## src/pmt_pkg.sv

```systemverilog
// Constants shared by the motion trigger control block
`default_nettype none
package pmt_pkg;
    localparam int CLK_PERIOD_NS = 10;
    // Base time step: every long interval is counted in ticks of this size
    localparam int TICK_MS = 50;
    localparam int TICK_CYCLES_DEF = TICK_MS * 1000000 / CLK_PERIOD_NS;
    localparam int WARM_MS = 12000;
    localparam logic [7:0] WARM_TICKS = 8'(WARM_MS / TICK_MS);
    // Blink rates in millihertz; half period in ticks
    localparam int BLINK_WARM_MHZ = 2500;
    localparam int BLINK_DET_MHZ = 250;
    localparam int BLINK_LOWV_MHZ = 2000;
    localparam logic [7:0] HALF_WARM = 8'(500000 / (BLINK_WARM_MHZ * TICK_MS));
    localparam logic [7:0] HALF_DET = 8'(500000 / (BLINK_DET_MHZ * TICK_MS));
    localparam logic [7:0] HALF_LOWV = 8'(500000 / (BLINK_LOWV_MHZ * TICK_MS));
    // Stand-alone pulse lengths, one per resistance step
    localparam logic [17:0] SA_T0 = 18'(3000 / TICK_MS);
    localparam logic [17:0] SA_T1 = 18'(10000 / TICK_MS);
    localparam logic [17:0] SA_T2 = 18'(38000 / TICK_MS);
    localparam logic [17:0] SA_T3 = 18'(60000 / TICK_MS);
    localparam logic [17:0] SA_T4 = 18'(180000 / TICK_MS);
    localparam logic [17:0] SA_T5 = 18'(300000 / TICK_MS);
    localparam logic [17:0] SA_T6 = 18'(600000 / TICK_MS);
    localparam int HOST_UNIT_MS = 100;
    localparam int ACT_MS = 30000;
    localparam logic [1:0] HOST_TICKS = 2'(HOST_UNIT_MS / TICK_MS);
    localparam logic [15:0] TIME_RESET = 16'(ACT_MS / HOST_UNIT_MS);
    // Target address is arbitrary
    localparam logic [6:0] TARGET_ADDR_DEF = 7'h4C;
    localparam logic [7:0] REG_STATUS = 8'h00;
    localparam logic [7:0] REG_THRESH = 8'h01;
    localparam logic [7:0] REG_GAIN = 8'h02;
    localparam logic [7:0] REG_TIME_HI = 8'h03;
    localparam logic [7:0] REG_TIME_LO = 8'h04;
    localparam logic [7:0] REG_LVD = 8'h05;
    localparam logic [7:0] REG_TMODE = 8'h06;
    localparam logic [2:0] THRESH_RESET = 3'h3;
    localparam logic [4:0] GAIN_RESET = 5'h0F;
    localparam logic [2:0] LVD_RESET = 3'h0;
    typedef enum logic [2:0] {
        ST_STRAP = 3'b001,
        ST_WARM = 3'b010,
        ST_DETECT = 3'b100
    } pmt_state_e;
endpackage
`default_nettype wire

```

## src/pmt_control.sv

```systemverilog
// Motion trigger control: mode strap, pulse timing, status blink, I2C target
// What this block does
// - Mode taken from strap level: low stand-alone
// - Stand-alone detection gives one trigger pulse
// - Stand-alone pulse length from resistance step
// - Networked detection gives activity pulse of host time, thirty seconds at reset
// - Host configures and reads over I2C target
// - Status pin: LED stand-alone, data line networked
// - Warm-up blinks indicator at 2.5 Hz
// - Detection state blinks indicator at 0.25 Hz
// - Supply below 2.7 V blinks at 2 Hz
// - Trigger only while light input above threshold
// - No photo sensor fitted keeps triggering enabled
// - Host sets eight thresholds, thirty-two gains
// - Host time is 16-bit count of 100 ms
// - Host picks one of eight low-voltage thresholds
// - Warm-up lasts at most twelve seconds
// - Host selects single or continuous triggering
`default_nettype none
module pmt_control
    import pmt_pkg::*;
#(
    parameter int TICK_CYCLES = TICK_CYCLES_DEF,
    parameter logic [6:0] TARGET_ADDR = TARGET_ADDR_DEF
) (
    input wire logic clock,
    input wire logic rstn,
    input wire logic motionDetect,
    input wire logic lightSenseFitted,
    input wire logic lightSenseAbove,
    input wire logic lowSupply,
    input wire logic [7:0] lvdBelow,
    input wire logic [2:0] durationStep,
    input wire logic modeStrapIn,
    input wire logic sdaIn,
    input wire logic sclIn,
    output logic statusOut,
    output logic statusOe,
    output logic triggerOut,
    output logic triggerOe,
    output logic activityOut,
    output logic activityOe,
    output logic [2:0] thresholdSel,
    output logic [4:0] gainSel,
    output logic networked
);
    pmt_state_e state;
    logic netMode;
    logic [31:0] tickCnt;
    logic [7:0] warmCnt;
    logic [7:0] blinkCnt;
    logic led;
    logic [17:0] pulseCnt;
    logic pulseOn;
    logic [15:0] regTime;
    logic [2:0] regLvd;
    logic regCont;
    logic sclPrev, sdaPrev, addressed, rw, ackPhase, sdaLow;
    logic [3:0] bitCnt;
    logic [1:0] byteIdx;
    logic [7:0] rxByte, txByte, ptr;
    logic [17:0] saLen;
    logic [7:0] rdData;

    wire tick = tickCnt == 32'(TICK_CYCLES - 1);
    wire running = state != ST_STRAP;
    // Networked low-voltage uses the host-chosen comparator tap
    wire lowVolt = netMode ? lvdBelow[regLvd] : lowSupply;
    wire lightEnable = !lightSenseFitted || lightSenseAbove;
    wire detectOk = state == ST_DETECT && motionDetect && lightEnable;
    wire contMode = netMode && regCont;
    wire [17:0] pulseLen = netMode ? 18'(regTime * HOST_TICKS) : saLen;
    // Single mode ignores detections while a pulse runs; continuous restarts it
    wire startPulse = detectOk && (!pulseOn || contMode);
    wire [7:0] blinkHalf = lowVolt ? HALF_LOWV :
        (state == ST_WARM ? HALF_WARM : HALF_DET);
    wire i2cOn = netMode && running;
    wire sclRise = sclIn && !sclPrev;
    wire sclFall = !sclIn && sclPrev;
    wire startCond = sclIn && sclPrev && sdaPrev && !sdaIn;
    wire stopCond = sclIn && sclPrev && !sdaPrev && sdaIn;
    wire byteDone = sclFall && !ackPhase && bitCnt == 4'h8;
    wire addrMatch = rxByte[7:1] == TARGET_ADDR;
    wire regWrite = byteDone && addressed && !rw && byteIdx == 2'h2;

    always_comb begin
        case (durationStep)
            3'h0: saLen = SA_T0;
            3'h1: saLen = SA_T1;
            3'h2: saLen = SA_T2;
            3'h3: saLen = SA_T3;
            3'h4: saLen = SA_T4;
            3'h5: saLen = SA_T5;
            default: saLen = SA_T6;
        endcase
    end

    always_comb begin
        case (ptr)
            REG_STATUS: rdData = {5'h00, lowVolt, pulseOn, state == ST_WARM};
            REG_THRESH: rdData = {5'h00, thresholdSel};
            REG_GAIN: rdData = {3'h0, gainSel};
            REG_TIME_HI: rdData = regTime[15:8];
            REG_TIME_LO: rdData = regTime[7:0];
            REG_LVD: rdData = {5'h00, regLvd};
            REG_TMODE: rdData = {7'h00, regCont};
            default: rdData = 8'h00;
        endcase
    end

    // Strap is caught on the first clock after reset release, then held
    always_ff @(posedge clock) begin
        if (!rstn) begin
            state <= ST_STRAP;
            netMode <= 1'b0;
            warmCnt <= 8'h00;
        end else begin
            case (state)
                ST_STRAP: begin
                    netMode <= modeStrapIn;
                    state <= ST_WARM;
                end
                ST_WARM: begin
                    if (tick) begin
                        warmCnt <= warmCnt + 8'h01;
                        if (warmCnt == WARM_TICKS - 8'h01) begin
                            state <= ST_DETECT;
                        end
                    end
                end
                ST_DETECT: state <= ST_DETECT;
                default: state <= ST_STRAP;
            endcase
        end
    end

    always_ff @(posedge clock) begin
        if (!rstn || tick) begin
            tickCnt <= 32'h00000000;
        end else begin
            tickCnt <= tickCnt + 32'h00000001;
        end
    end

    always_ff @(posedge clock) begin
        if (!rstn || !running) begin
            blinkCnt <= 8'h00;
            led <= 1'b0;
        end else if (tick) begin
            if (blinkCnt >= blinkHalf - 8'h01) begin
                blinkCnt <= 8'h00;
                led <= !led;
            end else begin
                blinkCnt <= blinkCnt + 8'h01;
            end
        end
    end

    // Pulse length is quantised to the tick, so it may run short by one tick
    always_ff @(posedge clock) begin
        if (!rstn) begin
            pulseCnt <= 18'h00000;
            pulseOn <= 1'b0;
        end else if (startPulse) begin
            pulseCnt <= pulseLen;
            pulseOn <= pulseLen != 18'h00000;
        end else if (tick && pulseOn) begin
            pulseCnt <= pulseCnt - 18'h00001;
            if (pulseCnt == 18'h00001) begin
                pulseOn <= 1'b0;
            end
        end
    end

    always_ff @(posedge clock) begin
        if (!rstn) begin
            thresholdSel <= THRESH_RESET;
            gainSel <= GAIN_RESET;
            regTime <= TIME_RESET;
            regLvd <= LVD_RESET;
            regCont <= 1'b0;
        end else if (regWrite) begin
            case (ptr)
                REG_THRESH: thresholdSel <= rxByte[2:0];
                REG_GAIN: gainSel <= rxByte[4:0];
                REG_TIME_HI: regTime[15:8] <= rxByte;
                REG_TIME_LO: regTime[7:0] <= rxByte;
                REG_LVD: regLvd <= rxByte[2:0];
                REG_TMODE: regCont <= rxByte[0];
                default: regCont <= regCont;
            endcase
        end
    end

    always_ff @(posedge clock) begin
        if (!rstn) begin
            sclPrev <= 1'b1;
            sdaPrev <= 1'b1;
        end else begin
            sclPrev <= sclIn;
            sdaPrev <= sdaIn;
        end
    end

    // Byte 0 address, byte 1 pointer, later bytes data with auto-increment
    always_ff @(posedge clock) begin
        if (!rstn || !i2cOn || startCond || stopCond) begin
            bitCnt <= 4'h0;
            byteIdx <= 2'h0;
            addressed <= 1'b0;
            rw <= 1'b0;
            ackPhase <= 1'b0;
            sdaLow <= 1'b0;
            rxByte <= 8'h00;
            txByte <= 8'h00;
            if (!rstn) begin
                ptr <= 8'h00;
            end
        end else if (sclRise) begin
            if (ackPhase) begin
                if (rw && sdaIn) begin
                    addressed <= 1'b0;
                end
            end else begin
                rxByte <= {rxByte[6:0], sdaIn};
                bitCnt <= bitCnt + 4'h1;
            end
        end else if (sclFall) begin
            if (ackPhase) begin
                ackPhase <= 1'b0;
                bitCnt <= 4'h0;
                if (addressed && rw) begin
                    txByte <= rdData;
                    sdaLow <= !rdData[7];
                    ptr <= ptr + 8'h01;
                end else begin
                    sdaLow <= 1'b0;
                end
            end else if (byteDone) begin
                ackPhase <= 1'b1;
                if (byteIdx != 2'h2) begin
                    byteIdx <= byteIdx + 2'h1;
                end
                if (byteIdx == 2'h0) begin
                    addressed <= addrMatch;
                    rw <= rxByte[0];
                    sdaLow <= addrMatch;
                end else if (addressed && !rw) begin
                    sdaLow <= 1'b1;
                    if (byteIdx == 2'h1) begin
                        ptr <= rxByte;
                    end else begin
                        ptr <= ptr + 8'h01;
                    end
                end else begin
                    sdaLow <= 1'b0;
                end
            end else if (addressed && rw && bitCnt != 4'h0) begin
                sdaLow <= !txByte[3'(4'h7 - bitCnt)];
            end
        end
    end

    always_ff @(posedge clock) begin
        if (!rstn) begin
            statusOut <= 1'b0;
            statusOe <= 1'b0;
            triggerOut <= 1'b0;
            triggerOe <= 1'b0;
            activityOut <= 1'b0;
            activityOe <= 1'b0;
            networked <= 1'b0;
        end else begin
            statusOut <= !netMode && led;
            statusOe <= running && (netMode ? sdaLow : 1'b1);
            triggerOut <= !netMode && pulseOn;
            triggerOe <= running && !netMode;
            activityOut <= netMode && pulseOn;
            activityOe <= running && netMode;
            networked <= netMode;
        end
    end
endmodule
`default_nettype wire

```

## config.mk

```make
export PLATFORM = sky130hd
export DESIGN_NAME = pmt_control
export DESIGN_NICKNAME = d
export VERILOG_FILES = /design/src/pmt_pkg.sv /design/src/pmt_control.sv
export SDC_FILE = /design/constraint.sdc
export NUM_CORES = 1
export LEC_CHECK = 0
export ABC_CLOCK_PERIOD_IN_PS = 3300
export BUFFER_PORTS_ARGS = -buffer_cell sky130_fd_sc_hd__buf_2
export CORE_MARGIN = 3
export CORE_UTILIZATION = 43
export CTS_CLUSTER_DIAMETER = 120
export DETAILED_ROUTE_END_ITERATION = 10
export PLACE_DENSITY_LB_ADDON = 0.25
export SLEW_MARGIN = 20
export SYNTH_ARGS = -nofsm -noshare
export SYNTH_HDL_FRONTEND = slang
export SYNTH_SLANG_ARGS = --single-unit
```

## constraint.sdc

```tcl
create_clock -name clock -period 3.3 [get_ports clock]
set_clock_uncertainty 0.2 [all_clocks]
set_input_delay 0.165 -clock clock [delete_from_list [all_inputs] [get_ports clock]]
set_output_delay 0.165 -clock clock [all_outputs]
set_load 0.01 [all_outputs]
```

==> reports/qor.yml, run 1 <==
status: "completed"
io_buffers: 34
max_freq_ghz: 0.323
cts-buffers-inserted: 17
synthAdderAreaFrac_pct: 4.00
cts-root-buf: "clkbuf_16"
grt_max_degree: 43
initial_core_util_pct: 44.6
netlist_instances: 907
synth-async-reset-ratio_pct: 0
p_per_area_nw_per_um2: 443
slew_viol_final: 0
syn_area_um2: 7830
io_pins: 35
insertion_delay_ns: 0.43
hold_class: "in -> reg"
synth_compound_area_share_pct: 12.0
grt_pass1_vias: 6156
cts_tree: "done"
final_cell_mix: "133 x dfxtp_1, 109 x nor2_1, 79 x nand2_1"
drcViolationCount: 0
syn_avg_cell_area_um2: 8.63
drt-initial-drc-count: 631
yosys_register_bits: 143
avgRoutedWirePerCell_um: 16.5
routed_via_density: 5.75
slowest_stage: "o41a_1"
finalHoldViolCount: 0
firstDrtPassIters: 6
ys_seq_area_share_pct: 37.6
max-cap-violations: 0
start_kind: "flop"
cp_max_fo: 6
cts_buffer_depth: 2
antenna_found_initial: 0
setup_viol: 0
worstPathRequired_ns: 3.44
die_y_um: 141
synth_edf_count: 8
synth_top_family_by_area: "simple AND/OR/NAND/NOR gates"
slowest_delay_ns: 0.49
p_leak_nw: 3.08
syn_nets: 952
num_rows: 48
diodes: 0
num-fill-cells: 1663
synthFlopType: "dfxtp_1"
cp_cell_sequence: "mux2i_1 -> a22oi_1 -> nand4_1 -> nor2b_1 -> buf_4 -> inv_1 -> nor2_1 -> ha_1 -> a211o_1 -> a31oi_1 -> o21ai_0 -> o41a_1 -> nor3_1"
ir_drop_mv: 0.340
max_slew.worst_pin.slew_ns: 0.758
ys_types: 79
layout_commonest_cell: "dfxtp_1"
chipWidth_um: 141
critical_path_class: "reg -> reg"
crit_arrival_ns: 3.24
synthSimpleGateAreaFrac_pct: 30.4
routed_wl_mm: 19.3
fin_crit_ns: 3.10
areaGrowthSynthToFinish_pct: 12.7
drive_above_1_share_pct: 14.1
synth_mux_area_share_pct: 5.47
grt_pass1_wl_mm: 31.7
hpwl_mm: 13.9
cts.sinks: 143
worstSetupEndpointType: "flop"
antenna_left: 0
utilization_pct: 50.3
synth-xor-area-share_pct: 5.93
grt_overflow: 0
nNetsFinal: 974
htree_levels: 4
yosys_warnings: 0
setup-tns-final_ns: 0
dieArea_um2: 19900
path_clk_slew_ns: 0.06
core_um2: 17500
place_congestion: 0.798
relSlewSlack_pct: 49.5
via_count: 6705
fin_crit_sh_pct: 93.8
grt_usage_pct: 19.5
[flip-flops by register name, summed over array words and instances (netlist names), 2 cells and up]
register      count
state             3
bitCnt            4
blinkCnt          8
pulseCnt         18
ptr               8
txByte            8
tickCnt          32
gainSel           5
thresholdSel      3
warmCnt           8
rxByte            8
regTime          16
regLvd            3
byteIdx           2
[per-layer routing]
metal	up-vias	global-route usage, %	wire length, um
met5	-	0	0
met1	3175	27.1	9110
met4	0	6.22	333
met2	165	30.5	8930
li1	3341	-	-
met3	24	4.10	921
[final timing paths]
check                                       startpoint                        end  slack [ns]  cells past startpoint
worst min-delay path                   durationStep[2]  pulseCnt[11]$_SDFFE_PN0P_        0.02                      4
worst max register to register  regLvd[1]$_SDFFE_PN0P_   blinkCnt[3]$_SDFFE_PP0N_        0.20                     13
worst max-delay path            regLvd[1]$_SDFFE_PN0P_   blinkCnt[3]$_SDFFE_PP0N_        0.20                     13
worst min register to register   tickCnt[0]$_SDFF_PP0_      tickCnt[0]$_SDFF_PP0_        0.25                      1
[critical path: cells and delay by family (launching register included)]
kind	cells	cell delay (ns)
AOI/OAI and AO/OA	5	1.24
and+or+nand+nor	4	0.54
DFF	1	0.42
adders and majority gates	1	0.29
buffers and inverters	2	0.22
muxes	1	0.10
[timing repair]
action	in CTS	in global routing
gates resized for setup	0	2
hold buffers	6	0
buffers inserted	0	0
setup endpoints to repair	0	9
hold endpoints to repair	9	0
[cells by family after synthesis]
family | Yosys count
and+or+nand+nor | 428
DFF | 143
AOI/OAI and AO/OA | 133
buffers and inverters | 84
xor gates and xnor gates | 53
muxes | 40
adders and majority gates | 25
other | 1
[area by class of cell]
cell class | count | area [um^2] | share of cell area (%)
flip-flops and latches | 143 | 2950 | 33.4
clock buffers | 20 | 468 | 5.31
multi-input cells | 681 | 4540 | 51.5
clock inverters | 12 | 123 | 1.39
repair buffers | 56 | 350 | 3.97
inverters | 30 | 113 | 1.28
well taps | 225 | 282 | 3.19
[synth_stat cells, types with 3 or more instances]
library cell / n / area, um^2
o31ai_1: 5 / 37.5
and2_1: 6 / 37.5
a211oi_1: 18 / 135
buf_4: 3 / 22.5
o22ai_1: 3 / 18.8
edfxtp_1: 8 / 240
nor3b_1: 7 / 52.6
and4_1: 5 / 43.8
nor4_1: 26 / 163
a22oi_1: 8 / 60.1
a2111oi_0: 3 / 26.3
mux2i_1: 36 / 360
buf_2: 3 / 15.0
ha_1: 25 / 313
nand2_1: 79 / 297
a31oi_1: 6 / 37.5
o31a_1: 3 / 26.3
o21ai_0: 21 / 105
nand3_1: 50 / 250
nor3_1: 31 / 155
nor4_2: 11 / 138
clkbuf_1: 34 / 128
nor2b_1: 15 / 93.8
a21oi_1: 25 / 125
nor3_2: 3 / 30.0
inv_1: 30 / 113
buf_6: 3 / 33.8
nand4_1: 23 / 144
nor2_1: 109 / 409
xor2_1: 15 / 131
nand2b_1: 7 / 43.8
and3_1: 13 / 81.3
or4_1: 8 / 60.1
a311oi_1: 4 / 35.0
a31o_2: 10 / 87.6
nand4b_1: 5 / 43.8
a21o_1: 3 / 22.5
nor4_4: 3 / 63.8
dfxtp_1: 135 / 2700
nor4b_1: 4 / 35.0
buf_1: 10 / 37.5
xnor2_1: 38 / 333
[metrics by stage]
stage / hold WS, ns / instance area [um^2] / power [mW] / std cells / setup WS [ns]
finish: 0.0249 / 8820 / 3.91 / 1167 / 0.204
CTS: 0.0108 / 8810 / 3.93 / 1166 / 0.133
floorplan: 0.0653 / 7830 / 1.95 / 907 / 0.443
detailed placement: 0.209 / 8160 / 2.02 / 1128 / 0.157
global route: 0.0584 / 8820 / 4.04 / 1167 / -0.0188
global placement: 0.204 / 8160 / 2.02 / 1128 / 0.243
[power breakdown]
| group | total [mW] | switching [mW] | internal [mW] | leakage [nW] |
|---|---|---|---|---|
| sequential | 1.78 | 0.0168 | 1.76 | 1.17 |
| clock | 1.92 | 0.801 | 1.12 | 0.285 |
| combinational | 0.210 | 0.132 | 0.0777 | 1.62 |
Power figures use the tool's default switching activity.
==> run 2, diff against run 1 <==
Settings changed: ABC_CLOCK_PERIOD_IN_PS 3300 to 3900, CORE_MARGIN 3 to 2.
Clock period 3.3 ns to 3.9 ns, I/O delays scaled along.
==> reports/qor.yml, run 2 (synthesized netlist as in run 1, its figures left out) <==
status: "completed"  # unchanged
use_met2_pct: 32.3  # was 30.5%
cts.sinks: 143  # unchanged
max-cap-violations: 0  # unchanged
core_um2: 17900  # was 17500 um^2
insertion_delay_ns: 0.43  # about the same
drive_above_1_share_pct: 13.3  # was 14.1%
slowest_stage: "dfxtp_1"  # was o41a_1
num-fill-cells: 1762  # was 1663
max_freq_ghz: 0.314  # was 0.323 GHz
via_count: 6598  # was 6705
cp_num_cells: 12  # was 13
dieArea_um2: 19300  # was 19900 um^2
rr_worst_depth: 12  # was 13
io_buffers: 34  # unchanged
avgRoutedWirePerCell_um: 16.5  # about the same
worstPathRequired_ns: 4.05  # was 3.44 ns
path_clk_slew_ns: 0.06  # about the same
hpwl_mm: 13.7  # was 13.9 mm
grt_pass1_wl_mm: 31.5  # was 31.7 mm
cts_buffer_depth: 2  # unchanged
critical_path_class: "reg -> reg"  # unchanged
antenna_left: 0  # unchanged
grt_usage_pct: 19.9  # was 19.5%
slew_viol_final: 0  # unchanged
grt_overflow: 0  # unchanged
p_per_area_nw_per_um2: 375  # was 443 nW/um^2
p_leak_nw: 3.03  # was 3.08 nW
chipWidth_um: 139  # was 141 um
cp_max_fo: 9  # was 6
firstDrtPassIters: 5  # was 6
place_congestion: 0.819  # was 0.798
post_cts_buffers: 0  # unchanged
nNetsFinal: 965  # was 974
io_pins: 35  # unchanged
utilization_pct: 48.8  # was 50.3%
grt_use_met3_pct: 3.63  # was 4.10%
drt-initial-drc-count: 467  # was 631
slowest_delay_ns: 0.47  # was 0.49 ns
initial_core_util_pct: 43.7  # was 44.6%
htree_levels: 4  # unchanged
fin_crit_sh_pct: 81.5  # was 93.8%
cts_tree: "done"  # unchanged
finalHoldViolCount: 0  # unchanged
max_slew.worst_pin.slew_ns: 1.01  # was 0.758 ns
setup_viol: 0  # unchanged
die_y_um: 139  # was 141 um
crit_buf_inv: 1  # was 2
rsz0062_at_grt: "no"
timing.hold.ws_ns: 0.0617  # was 0.0249 ns
cp_cell_sequence: "mux2i_1 -> a22oi_1 -> nand4_1 -> nor2b_1 -> inv_1 -> nor2_1 -> ha_1 -> a211o_1 -> a31oi_1 -> o21ai_0 -> o41a_1 -> nor3_1"  # was mux2i_1 -> a22oi_1 -> nand4_1 -> nor2b_1 -> buf_4 -> inv_1 -> nor2_1 -> ha_1 -> a211o_1 -> a31oi_1 -> o21ai_0 -> o41a_1 -> nor3_1
cts-root-buf: "clkbuf_16"  # unchanged
layout_commonest_cell: "dfxtp_1"  # unchanged
areaGrowthSynthToFinish_pct: 11.7  # was 12.7%
routed_via_density: 5.68  # was 5.75
hold_class: "in -> reg"  # unchanged
grt_pass1_vias: 6151  # was 6156
drcViolationCount: 0  # unchanged
worstSetupEndpointType: "flop"  # unchanged
antenna_found_initial: 0  # unchanged
start_kind: "flop"  # unchanged
largest_register_ffs: 32  # unchanged
fin_crit_ns: 3.18  # was 3.10 ns
final_cell_mix: "135 x dfxtp_1, 109 x nor2_1, 79 x nand2_1"  # was 133 x dfxtp_1, 109 x nor2_1, 79 x nand2_1
num_rows: 49  # was 48
grt-busiest-layer: "met2"  # unchanged
min_path_cells: 4  # unchanged
cts-buffers-inserted: 17  # unchanged
setup-tns-final_ns: 0  # unchanged
pre_cts_ws_ns: 0.686  # was 0.157 ns
critPathTopFamily: "compound AO/OA/AOI/OAI gates"  # unchanged
ir_drop_mv: 0.310  # was 0.340 mV
crit_arrival_ns: 3.33  # was 3.24 ns
rrSetupSlack_ns: 0.72  # was 0.20 ns
largestRegisters: "tickCnt x32, pulseCnt x18, regTime x16"  # unchanged
hold_buffers: 6  # unchanged
cts-resized-gates: 0  # unchanged
use_met1_pct: 27.0  # was 27.1%
diodes: 0  # unchanged
routed_wl_mm: 19.1  # was 19.3 mm
grt_max_degree: 44  # was 43
relSlewSlack_pct: 32.4  # was 49.5%
top_register: "tickCnt"  # unchanged
layout_setup_ws_ns: 0.720  # was 0.204 ns
[run 2: cell count changes in the layout (fill, tap and decap cells not counted)]
cell	delta
clkinv_4	+1
clkbuf_16	-1
o41a_1	-1
dfxtp_2	-2
dfxtp_1	+2
inv_8	+1
inv_6	+1
clkbuf_1	-1
clkbuf_8	-1
buf_4	-8
[run 2: path summary, 6_finish.rpt]
check,startpoint,end
min reg2reg,tickCnt[0]$_SDFF_PP0_,tickCnt[0]$_SDFF_PP0_
max reg2reg,regLvd[1]$_SDFFE_PN0P_,blinkCnt[5]$_SDFFE_PP0N_
min,durationStep[2],pulseCnt[11]$_SDFFE_PN0P_
max,regLvd[1]$_SDFFE_PN0P_,blinkCnt[5]$_SDFFE_PP0N_
[run 2: metrics by stage]
step / area, um^2 / cells / power [mW]
floorplan: 7830 / 907 / 1.65
global placement: 8100 / 1124 / 1.70
CTS: 8740 / 1162 / 3.31
finish: 8740 / 1162 / 3.28
global route: 8740 / 1162 / 3.39
detailed placement: 8100 / 1124 / 1.71
[run 2: worst reg2reg max path, stage by stage, from the launching register on]
cell and delay (ns):
dfxtp_1 0.47, mux2i_1 0.23, a22oi_1 0.10, nand4_1 0.11, nor2b_1 0.32, inv_1 0.10
nor2_1 0.11, ha_1 0.25, a211o_1 0.26, a31oi_1 0.13, o21ai_0 0.11, o41a_1 0.47
nor3_1 0.23
[run 2: power by group]
part	total, mW	leakage, nW	switching (mW)	internal (mW)
Combinational	0.175	1.58	0.112	0.0632
Sequential	1.50	1.17	0.0141	1.49
Clock	1.60	0.279	0.700	0.898
Total	3.28	3.03	0.826	2.45
[run 2: area by class of cell]
type,count,area (um^2),area share (%)
clock buffers,17,425,4.87
flip-flops and latches,143,2940,33.7
repair buffers,48,290,3.32
inverters,30,113,1.29
multi-input cells,680,4530,51.8
well taps,229,287,3.28
clock inverters,15,151,1.73
[run 2: metal layers]
| layer | vias up | part of all wire, % |
|---|---|---|
| met5 | - | 0 |
| met4 | 0 | 1.6 |
| met3 | 20 | 3.7 |
| met2 | 126 | 46 |
| met1 | 3128 | 48 |
| li1 | 3324 | - |
